**src/rtl/clkout_pkg.sv**
```systemverilog
// shared constants and types for the bus-clock output pin control block
package clkout_pkg;

    localparam int          ADDR_W             = 4;
    // register word offsets (byte addresses)
    localparam logic [3:0]  OFF_CLK_CTRL       = 4'h0;
    localparam logic [3:0]  OFF_STANDBY_CTRL   = 4'h4;
    localparam logic [3:0]  OFF_MODULE_STOP    = 4'h8;
    localparam logic [3:0]  OFF_WAKE_CTRL      = 4'hC;

    // clock control word fields
    localparam int          CLK_STOP_POS       = 0;
    localparam int          CLK_DIR_POS        = 1;
    localparam int          CLK_HOLD_POS       = 2;
    localparam int          CLK_STATUS_POS     = 8;
    // standby control word fields
    localparam int          STS_LSB_POS        = 0;
    localparam int          STBY_SEL_POS       = 8;
    localparam int          STBY_DRIVE_POS     = 9;
    localparam int          STBY_DEEP_POS      = 10;
    localparam int          STBY_STATE_POS     = 16;
    // module stop word fields
    localparam int          XFER_STOP_POS      = 12;
    localparam int          INT_DMA_STOP_POS   = 13;
    localparam int          EXT_DMA_STOP_POS   = 14;
    // wake control word fields
    localparam int          WAKE_BUF_POS       = 0;
    localparam int          SBY_IRQ_EN_POS     = 8;

    localparam int          N_WAKE             = 4;
    localparam int          N_SBY_IRQ          = 13;

    // reset values
    localparam logic [31:0] CLK_CTRL_RST       = 32'h0000_0002;
    localparam logic [31:0] MSTOP_RST          = 32'h0000_0000;
    localparam logic [4:0]  STS_RST            = 5'h00;
    localparam logic [15:0] SBY_IRQ_EN_RST     = 16'h1FFF;

    // settling time: units of 256 cycles per step of the select field
    localparam int          SETTLE_UNIT_CYC    = 256;
    localparam int          SETTLE_CNT_W       = 14;

    typedef enum logic [2:0] {
        PM_NORMAL     = 3'b000,
        PM_SLEEP      = 3'b001,
        PM_ALLSTOP    = 3'b010,
        PM_SW_STANDBY = 3'b011,
        PM_DEEP_STBY  = 3'b100,
        PM_HW_STANDBY = 3'b101
    } power_mode_type;

    typedef enum logic [1:0] {
        ST_RUN    = 2'b00,
        ST_STBY   = 2'b01,
        ST_SETTLE = 2'b10,
        ST_DEEP   = 2'b11
    } stby_state_type;

    // wishbone request bundle
    typedef struct packed {
        logic              cyc;
        logic              stb;
        logic              we;
        logic [3:0]        sel;
        logic [ADDR_W-1:0] adr;
        logic [31:0]       dat;
    } wb_req_type;

    // two-signal pin drive view, oe low while driving
    typedef struct packed {
        logic o;
        logic oe_n;
    } pin_drive_type;

endpackage : clkout_pkg

```
**src/rtl/clkout_gate.sv**
```systemverilog
// glitch-free gate between toggling bus clock and a held-high level
`timescale 1ns/1ps
`default_nettype none
module clkout_gate
    import clkout_pkg::*;
(
    input  wire logic clk_i,
    input  wire logic rst_i,
    input  wire logic run_i,
    input  wire logic bus_idle_i,
    output logic      clk_pin_o,
    output logic      running_o
);
    logic phase_q;
    logic phase_d;
    logic run_q;
    logic run_d;

    // pin runs at half the system clock; switching only at the high phase
    // end keeps every high and low pulse full width
    always_comb begin
        phase_d = run_q ? ~phase_q : 1'b1;
        run_d   = run_q;
        if (phase_q && (run_i || bus_idle_i)) begin
            run_d = run_i;
        end
    end

    always_ff @(posedge clk_i) begin
        if (rst_i) begin
            phase_q <= 1'b1;
            run_q   <= 1'b0;
        end else begin
            phase_q <= phase_d;
            run_q   <= run_d;
        end
    end

    assign clk_pin_o = phase_q;
    assign running_o = run_q;
endmodule : clkout_gate
`default_nettype wire

```
**src/rtl/clkout_ctrl.sv**
```systemverilog
// bus-clock output pin, standby pin control and power-down gating
// Overview of operation
// - stop bit 0 and direction output: bus clock driven on pin
// - stop bit 1: clock stops after current bus cycle, pin held high
// - direction 0: pin high impedance input regardless of stop bit
// - per-mode table: clock, high in standby, hi-z in hardware standby
// - standby modes keep every output port at its prior state; the clock pin here is driven high instead
// - dma and transfer stop bits refused while unit active
// - stopped module masks its interrupt requests
// - wake buffer enable overrides pin input buffer control
// - clearing source during deep entry runs standby clearing instead
// - interrupt exception begins after the selected settling time
// - nmi coinciding with deep entry is taken as exception
// - disabled standby interrupt sources do not block deep standby
// - clock may be undefined one cycle after hold release
// - after deep exit with hold, pins frozen until hold cleared
//
// The address map and the Wishbone register port were decided locally.
`timescale 1ns/1ps
`default_nettype none
module clkout_ctrl
    import clkout_pkg::*;
(
    input  wire logic                 clk_i,
    input  wire logic                 rst_i,
    // wishbone slave
    input  wire logic                 cyc_i,
    input  wire logic                 stb_i,
    input  wire logic                 we_i,
    input  wire logic [3:0]           sel_i,
    input  wire logic [ADDR_W-1:0]    adr_i,
    input  wire logic [31:0]          dat_i,
    output logic [31:0]               dat_o,
    output logic                      ack_o,
    input  wire logic                 cpu_master_i,
    // power state
    input  wire logic [2:0]           power_mode_i,
    input  wire logic                 sleep_req_i,
    input  wire logic                 bus_idle_i,
    input  wire logic                 deep_exit_i,
    // standby clearing sources
    input  wire logic                 nmi_i,
    input  wire logic [N_SBY_IRQ-1:0] sby_irq_i,
    output logic                      exc_start_o,
    output logic                      nmi_take_o,
    output logic                      deep_enter_o,
    // module stop
    input  wire logic [2:0]           unit_active_i,
    input  wire logic [2:0]           unit_irq_i,
    output logic [2:0]                unit_stop_o,
    output logic [2:0]                unit_irq_o,
    // wake input buffers
    input  wire logic [N_WAKE-1:0]    wake_pin_i,
    input  wire logic [N_WAKE-1:0]    port_input_buf_ctrl_i,
    output logic [N_WAKE-1:0]         wake_pin_o,
    // clock pin, three-signal form
    input  wire logic                 clkout_port_pin_i,
    output logic                      clkout_port_pin_o,
    output logic                      clkout_port_pin_oe_n_o,
    input  wire logic                 port_dr_i
);
    logic [31:0]   clk_ctrl_q,  clk_ctrl_d;
    logic [31:0]   mstop_q,     mstop_d;
    logic [4:0]    sts_q,       sts_d;
    logic          stby_sel_q,  stby_sel_d;
    logic          drive_en_q,  drive_en_d;
    logic          deep_sel_q,  deep_sel_d;
    logic [N_WAKE-1:0]    wake_buf_q, wake_buf_d;
    logic [N_SBY_IRQ-1:0] sby_en_q,   sby_en_d;
    logic          ack_q,       ack_d;
    logic [31:0]   rdat_q,      rdat_d;
    logic          hold_q,      hold_d;
    pin_drive_type pin_q,       pin_d;
    stby_state_type st_q,       st_d;
    logic [SETTLE_CNT_W-1:0] cnt_q, cnt_d;
    logic          exc_q,       exc_d;
    logic          nmi_q,       nmi_d;
    logic          deep_q,      deep_d;

    logic          gate_clk;
    logic          gate_run;
    logic          stop_bit;
    logic          dir_bit;
    logic          wr;
    logic          rd;
    logic          wake_src;
    logic [2:0]    stop_req;
    power_mode_type pm;

    assign pm       = power_mode_type'(power_mode_i);
    assign stop_bit = clk_ctrl_q[CLK_STOP_POS];
    assign dir_bit  = clk_ctrl_q[CLK_DIR_POS];
    assign wr       = cyc_i && stb_i && we_i && !ack_q;
    assign rd       = cyc_i && stb_i && !we_i && !ack_q;
    // sources whose standby enable is clear do not count
    assign wake_src = |(sby_irq_i & sby_en_q);

    clkout_gate u_gate (
        .clk_i      (clk_i),
        .rst_i      (rst_i),
        .run_i      (!stop_bit && dir_bit),
        .bus_idle_i (bus_idle_i),
        .clk_pin_o  (gate_clk),
        .running_o  (gate_run)
    );

    // register file
    always_comb begin
        clk_ctrl_d = clk_ctrl_q;
        mstop_d    = mstop_q;
        sts_d      = sts_q;
        stby_sel_d = stby_sel_q;
        drive_en_d = drive_en_q;
        deep_sel_d = deep_sel_q;
        wake_buf_d = wake_buf_q;
        sby_en_d   = sby_en_q;
        hold_d     = hold_q;
        ack_d      = cyc_i && stb_i && !ack_q;
        rdat_d     = rdat_q;
        stop_req   = 3'h0;
        if (deep_exit_i && hold_q) begin
            hold_d = 1'b1;
        end
        if (wr && sel_i[0]) begin
            case (adr_i)
                OFF_CLK_CTRL: begin
                    clk_ctrl_d[CLK_STOP_POS] = dat_i[CLK_STOP_POS];
                    clk_ctrl_d[CLK_DIR_POS]  = dat_i[CLK_DIR_POS];
                    // deep exit wins over a same-cycle write of hold
                    if (!deep_exit_i) begin
                        hold_d = dat_i[CLK_HOLD_POS];
                    end
                end
                OFF_STANDBY_CTRL: begin
                    sts_d = dat_i[STS_LSB_POS +: 5];
                end
                OFF_WAKE_CTRL: begin
                    wake_buf_d = dat_i[WAKE_BUF_POS +: N_WAKE];
                end
                default: begin
                end
            endcase
        end
        if (wr && sel_i[1]) begin
            case (adr_i)
                OFF_STANDBY_CTRL: begin
                    stby_sel_d = dat_i[STBY_SEL_POS];
                    drive_en_d = dat_i[STBY_DRIVE_POS];
                    deep_sel_d = dat_i[STBY_DEEP_POS];
                end
                OFF_MODULE_STOP: begin
                    // only cpu writes land here
                    if (cpu_master_i) begin
                        stop_req = dat_i[XFER_STOP_POS +: 3];
                        for (int i = 0; i < 3; i++) begin
                            // active units refuse to be stopped
                            if (!(stop_req[i] && unit_active_i[i])) begin
                                mstop_d[XFER_STOP_POS + i] = stop_req[i];
                            end
                        end
                    end
                end
                OFF_WAKE_CTRL: begin
                    sby_en_d[7:0] = dat_i[SBY_IRQ_EN_POS +: 8];
                end
                default: begin
                end
            endcase
        end
        if (wr && sel_i[2] && adr_i == OFF_WAKE_CTRL) begin
            sby_en_d[N_SBY_IRQ-1:8] = dat_i[SBY_IRQ_EN_POS + 8 +: 5];
        end
        if (rd) begin
            case (adr_i)
                OFF_CLK_CTRL: rdat_d = {23'h0, gate_run, 5'h0, hold_q,
                                        dir_bit, stop_bit};
                OFF_STANDBY_CTRL: rdat_d = {14'h0, st_q, 5'h0, deep_sel_q,
                                            drive_en_q, stby_sel_q,
                                            3'h0, sts_q};
                OFF_MODULE_STOP: rdat_d = mstop_q;
                OFF_WAKE_CTRL: rdat_d = {11'h0, sby_en_q, 4'h0, wake_buf_q};
                default: rdat_d = 32'h0000_0000;
            endcase
        end
    end

    always_ff @(posedge clk_i) begin
        if (rst_i) begin
            clk_ctrl_q <= CLK_CTRL_RST;
            mstop_q    <= MSTOP_RST;
            sts_q      <= STS_RST;
            stby_sel_q <= 1'b0;
            drive_en_q <= 1'b0;
            deep_sel_q <= 1'b0;
            wake_buf_q <= '0;
            sby_en_q   <= SBY_IRQ_EN_RST[N_SBY_IRQ-1:0];
            hold_q     <= 1'b0;
            ack_q      <= 1'b0;
            rdat_q     <= 32'h0000_0000;
        end else begin
            clk_ctrl_q <= clk_ctrl_d;
            mstop_q    <= mstop_d;
            sts_q      <= sts_d;
            stby_sel_q <= stby_sel_d;
            drive_en_q <= drive_en_d;
            deep_sel_q <= deep_sel_d;
            wake_buf_q <= wake_buf_d;
            sby_en_q   <= sby_en_d;
            hold_q     <= hold_d;
            ack_q      <= ack_d;
            rdat_q     <= rdat_d;
        end
    end

    // standby entry, clearing and settle sequencer
    always_comb begin
        st_d   = st_q;
        cnt_d  = cnt_q;
        exc_d  = 1'b0;
        nmi_d  = 1'b0;
        deep_d = 1'b0;
        case (st_q)
            ST_RUN: begin
                if (sleep_req_i && stby_sel_q) begin
                    if (deep_sel_q && nmi_i) begin
                        nmi_d = 1'b1;
                    end else if (deep_sel_q && wake_src) begin
                        // abandon deep entry, clear as for standby
                        st_d  = ST_SETTLE;
                        cnt_d = SETTLE_CNT_W'(sts_q) * SETTLE_CNT_W'(SETTLE_UNIT_CYC);
                    end else if (deep_sel_q) begin
                        st_d   = ST_DEEP;
                        deep_d = 1'b1;
                    end else begin
                        st_d = ST_STBY;
                    end
                end
            end
            ST_STBY: begin
                if (wake_src || nmi_i) begin
                    st_d  = ST_SETTLE;
                    cnt_d = SETTLE_CNT_W'(sts_q) * SETTLE_CNT_W'(SETTLE_UNIT_CYC);
                end
            end
            ST_SETTLE: begin
                if (cnt_q == '0) begin
                    exc_d = 1'b1;
                    st_d  = ST_RUN;
                end else begin
                    cnt_d = cnt_q - SETTLE_CNT_W'(1);
                end
            end
            ST_DEEP: begin
                if (deep_exit_i) begin
                    st_d = ST_RUN;
                end
            end
            default: st_d = ST_RUN;
        endcase
    end

    always_ff @(posedge clk_i) begin
        if (rst_i) begin
            st_q   <= ST_RUN;
            cnt_q  <= '0;
            exc_q  <= 1'b0;
            nmi_q  <= 1'b0;
            deep_q <= 1'b0;
        end else begin
            st_q   <= st_d;
            cnt_q  <= cnt_d;
            exc_q  <= exc_d;
            nmi_q  <= nmi_d;
            deep_q <= deep_d;
        end
    end

    // pin driver, registered so no decode glitch reaches the pad
    always_comb begin
        pin_d = pin_q;
        if (pm == PM_HW_STANDBY || !dir_bit) begin
            pin_d.o    = 1'b1;
            pin_d.oe_n = 1'b1;
        end else if (pm == PM_SW_STANDBY || pm == PM_DEEP_STBY) begin
            // pin stays driven high; load current keeps flowing
            pin_d.o    = 1'b1;
            pin_d.oe_n = 1'b0;
        end else if (hold_q) begin
            pin_d = pin_q;
        end else begin
            // gate output lands one cycle late; at most one odd cycle
            pin_d.o    = gate_clk;
            pin_d.oe_n = 1'b0;
        end
    end

    always_ff @(posedge clk_i) begin
        if (rst_i) begin
            pin_q <= '{o: 1'b1, oe_n: 1'b1};
        end else begin
            pin_q <= pin_d;
        end
    end

    // wake pins bypass the port input buffer control when enabled
    genvar g;
    generate
        for (g = 0; g < N_WAKE; g++) begin : g_wake
            assign wake_pin_o[g] = (wake_buf_q[g] || port_input_buf_ctrl_i[g])
                                   ? wake_pin_i[g] : 1'b0;
        end
    endgenerate

    assign unit_stop_o = mstop_q[XFER_STOP_POS +: 3];
    assign unit_irq_o  = unit_irq_i & ~unit_stop_o;
    assign clkout_port_pin_o      = pin_q.o;
    assign clkout_port_pin_oe_n_o = pin_q.oe_n;
    assign dat_o        = rdat_q;
    assign ack_o        = ack_q;
    assign exc_start_o  = exc_q;
    assign nmi_take_o   = nmi_q;
    assign deep_enter_o = deep_q;
endmodule : clkout_ctrl
`default_nettype wire

```
**config.mk**
```make
export PLATFORM = sky130hd
export DESIGN_NAME = clkout_ctrl
export DESIGN_NICKNAME = d
export VERILOG_FILES = /design/src/rtl/clkout_pkg.sv /design/src/rtl/clkout_gate.sv /design/src/rtl/clkout_ctrl.sv
export SDC_FILE = /design/constraint.sdc
export NUM_CORES = 1
export LEC_CHECK = 0
export BUFFER_PORTS_ARGS = -buffer_cell sky130_fd_sc_hd__buf_2
export CAP_MARGIN = 20
export CORE_UTILIZATION = 45
export DETAILED_ROUTE_END_ITERATION = 10
export PLACE_DENSITY_LB_ADDON = 0.05
export SYNTH_ARGS = -nofsm -noshare
export SYNTH_HDL_FRONTEND = slang
export SYNTH_SLANG_ARGS = --single-unit
```
**constraint.sdc**
```tcl
create_clock -name clk_i -period 2.1 [get_ports clk_i]
set_input_delay 0.525 -clock clk_i [delete_from_list [all_inputs] [get_ports clk_i]]
set_output_delay 0.525 -clock clk_i [all_outputs]
set_load 0.05 [all_outputs]
```
==> metrics.md <==
| Metric | Value |
|---|---|
| Avg Inst Size Synth | 8.64 sq um |
| Worst path slowest cell | or4_2 |
| Peak supply drop | 330 uV |
| Crit path capture type | register |
| Final hold vios | 0 |
| Worst EP arrival | 2200 ps |
| Final Cell Area | 4430 sq um |
| All-Layer GR Usage | 0.231 |
| Synth warn | 0 |
| Cell mode on critical path | buf_4 |
| Number of routed nets with antenna violations | 0 |
| Tmin final | 1910 ps |
| Post-layout util | 0.595 |
| Largest net degree at the start of global routing | 48 |
| Layout cell share with drive strength beyond 1 | 0.308 |
| Worst path bufs/invs | 2 |
| Worst EP required | 2390 ps |
| Min-delay worst type | in -> reg |
| Routed vias | 3359 |
| Die Area | 8230 sq um |
| Setup_tns | 0 ps |
| Max-cap violation count | 0 |
| CTS tree | built |
| Top delay family on crit path | simple AND/OR/NAND/NOR gates |
| Crit path kind | reg -> reg |
| Max clock buf depth | 2 |
| Crit start category | register |
| Root Driver | clkbuf_8 |
| CTS Buf Count | 9 |
| Post-synthesis sequential area ratio | 0.413 |
| Core area | 7450 sq um |
| Global-route wire length before repair | 15100 um |
| Post-synthesis cell count | 410 |
| HPWL Detailed | 6740 um |
| Status | completed |
| Crit-path cells | a22oi_1, nand2_1, o41ai_4, buf_4, buf_4, or4_2, a21oi_1 |
| Final Skew | 11.5 ps |
| Number of placed I/O pins | 130 |
| Mapped Area | 3540 sq um |
| Area Growth Syn to Fin | 25.1% |
| Worst-path clk slew | 80 ps |
| Final period utilization | 0.912 |
| Worst-Skew Late Latency | 360 ps |
| Top FF cell, synth | dfxtp_1 |
| Row count | 31 |
| Final Max Slew Viols | 0 |
| # Post-CTS Setup Buffers | 0 |
| FMAX | 522 MHz |
| Ys async rst share | 0 |
| Synth Register Bits | 73 |
| Antenna violations before repair | 0 |
| Commonest non-fill, non-tap cell in the layout | buf_2 |
| First drt pass iteration count | 5 |
| Slew HR | 0.644 |
| Antenna cells | 0 |
| IO buf count | 98 |
| Die span in x | 90.7 um |
| GR Overflow Total | 0 |
| Final setup vio count | 0 |
| Vias per cell | 5.34 |
| CP max FO | 6 |
| DRT Wirelength | 9120 um |
| CP peak stage delay | 630 ps |
| Placed inst area | 4220 sq um |
| Clk sinks | 73 |
| Vias in the first global route | 3123 |
| Die Y | 90.7 um |
| Final net count | 609 |
| DRC Markers | 0 |
| Synth unique cells | 63 |
| Initial DRC Count | 143 |
| Most frequent cells in the layout | buf_2, dfxtp_1, nand2_1 |
| EDFF count, synth | 0 |
| Starting Density | 0.475 |
| Static leakage | 2.03 nW |
| WL/cell | 14.5 um |
| RSZ-0062 raised after global routing | false |
| Pwr Density | 637 nW/um^2 |
| Least-Margin Pin Slew | 534 ps |
| Htree depth | 3 |
| RePlAce Congestion | 0.827 |
[where the power goes]
part	internal [mW]	total (mW)	switching (mW)	leakage (nW)
Clock	0.560	1.11	0.548	0.0981
Combinational	0.0950	0.310	0.215	1.34
Sequential	1.40	1.40	0.00851	0.590
Total	2.05	2.82	0.771	2.03
[per-layer routing]
metal,vias to the layer above,global-route usage,wire (um)
li1,1694,-,-
met1,1535,0.306,4250
met2,115,0.364,4130
met3,15,0.0379,555
met4,0,0.112,184
met5,-,0,0
[cells by family after synthesis]
family / count (synthesis) / synth area share
other cells: 1 / 0.00106
mux: 27 / 0.0767
fa+ha+maj: 2 / 0.00707
buf+inv: 46 / 0.0668
simple gates: 172 / 0.249
flops: 73 / 0.413
compound gates: 89 / 0.187
[registers in the layout, summed over array words and instances, names as in the netlist, 2 cells and up, named ones only]
name and flops:
sts_q 5, dat_o 18, cnt_q 14, sby_en_q 13, wake_buf_q 4, st_q 2
clk_ctrl_q 2, mstop_q 3
[worst register-to-register path, delay by kind of cell (launching register included)]
kind,cells,cell delay (ps)
AOI/OAI and AO/OA,3,380
buffers and inverters,2,310
DFF,1,380
and+or+nand+nor,2,780
[repair_timing]
action / 4_1_cts / 5_1_grt
resized for setup: 0 / 2
setup endpoints to repair: 0 / 12
hold buffers: 0 / 0
[path summary, 6_finish.rpt]
| path | to | slack, ps | depth (start not counted) | startpoint |
|---|---|---|---|---|
| worst min register to register | u_gate.clk_pin_o | 440 | 1 | u_gate.running_o |
| worst min-delay path | sby_en_q[10] | 370 | 3 | dat_i[18] |
| worst max-delay path | cnt_q[1] | 190 | 7 | sby_en_q[4] |
| worst max register to register | cnt_q[1] | 190 | 7 | sby_en_q[4] |
[cell usage after synthesis (all sizes together), types with 4 or more instances]
library cell  instances  area (sq um)
a21oi                24           120
a221oi                6          52.6
a22oi                 8          60.1
a31oi                 4          25.0
a32o                  5          50.1
buf                  17           118
clkbuf               19          81.3
dfxtp                73          1460
inv                  10          37.5
mux2i                26           260
nand2                49           184
nand3                31           160
nor2                 42           168
nor2b                 6          37.5
nor3                 13          65.1
nor4                  5          67.6
o21a                  5          37.5
o21ai                11          55.1
or3                   6          38.8
[cell type report]
class / instances / area (sq um)
timing repair buffer: 127 / 708
inverter: 10 / 37.5
clock buffer: 11 / 131
fill: 719 / 3020
clock inverter: 5 / 65.1
multi-input combinational: 304 / 1900
sequential: 73 / 1460
tap: 99 / 124
[per-stage QoR]
stage,hold slack (ps),instances,worst slack (ps),power [mW]
floorplan,380,423,26.1,1.65
finish,373,629,185,2.82
detailed placement,434,613,-103,1.75
global placement,428,613,-91.8,1.74
CTS,368,629,53.9,2.85
global route,381,629,11.2,2.93
Note: power is estimated with default switching activity, not from simulation.
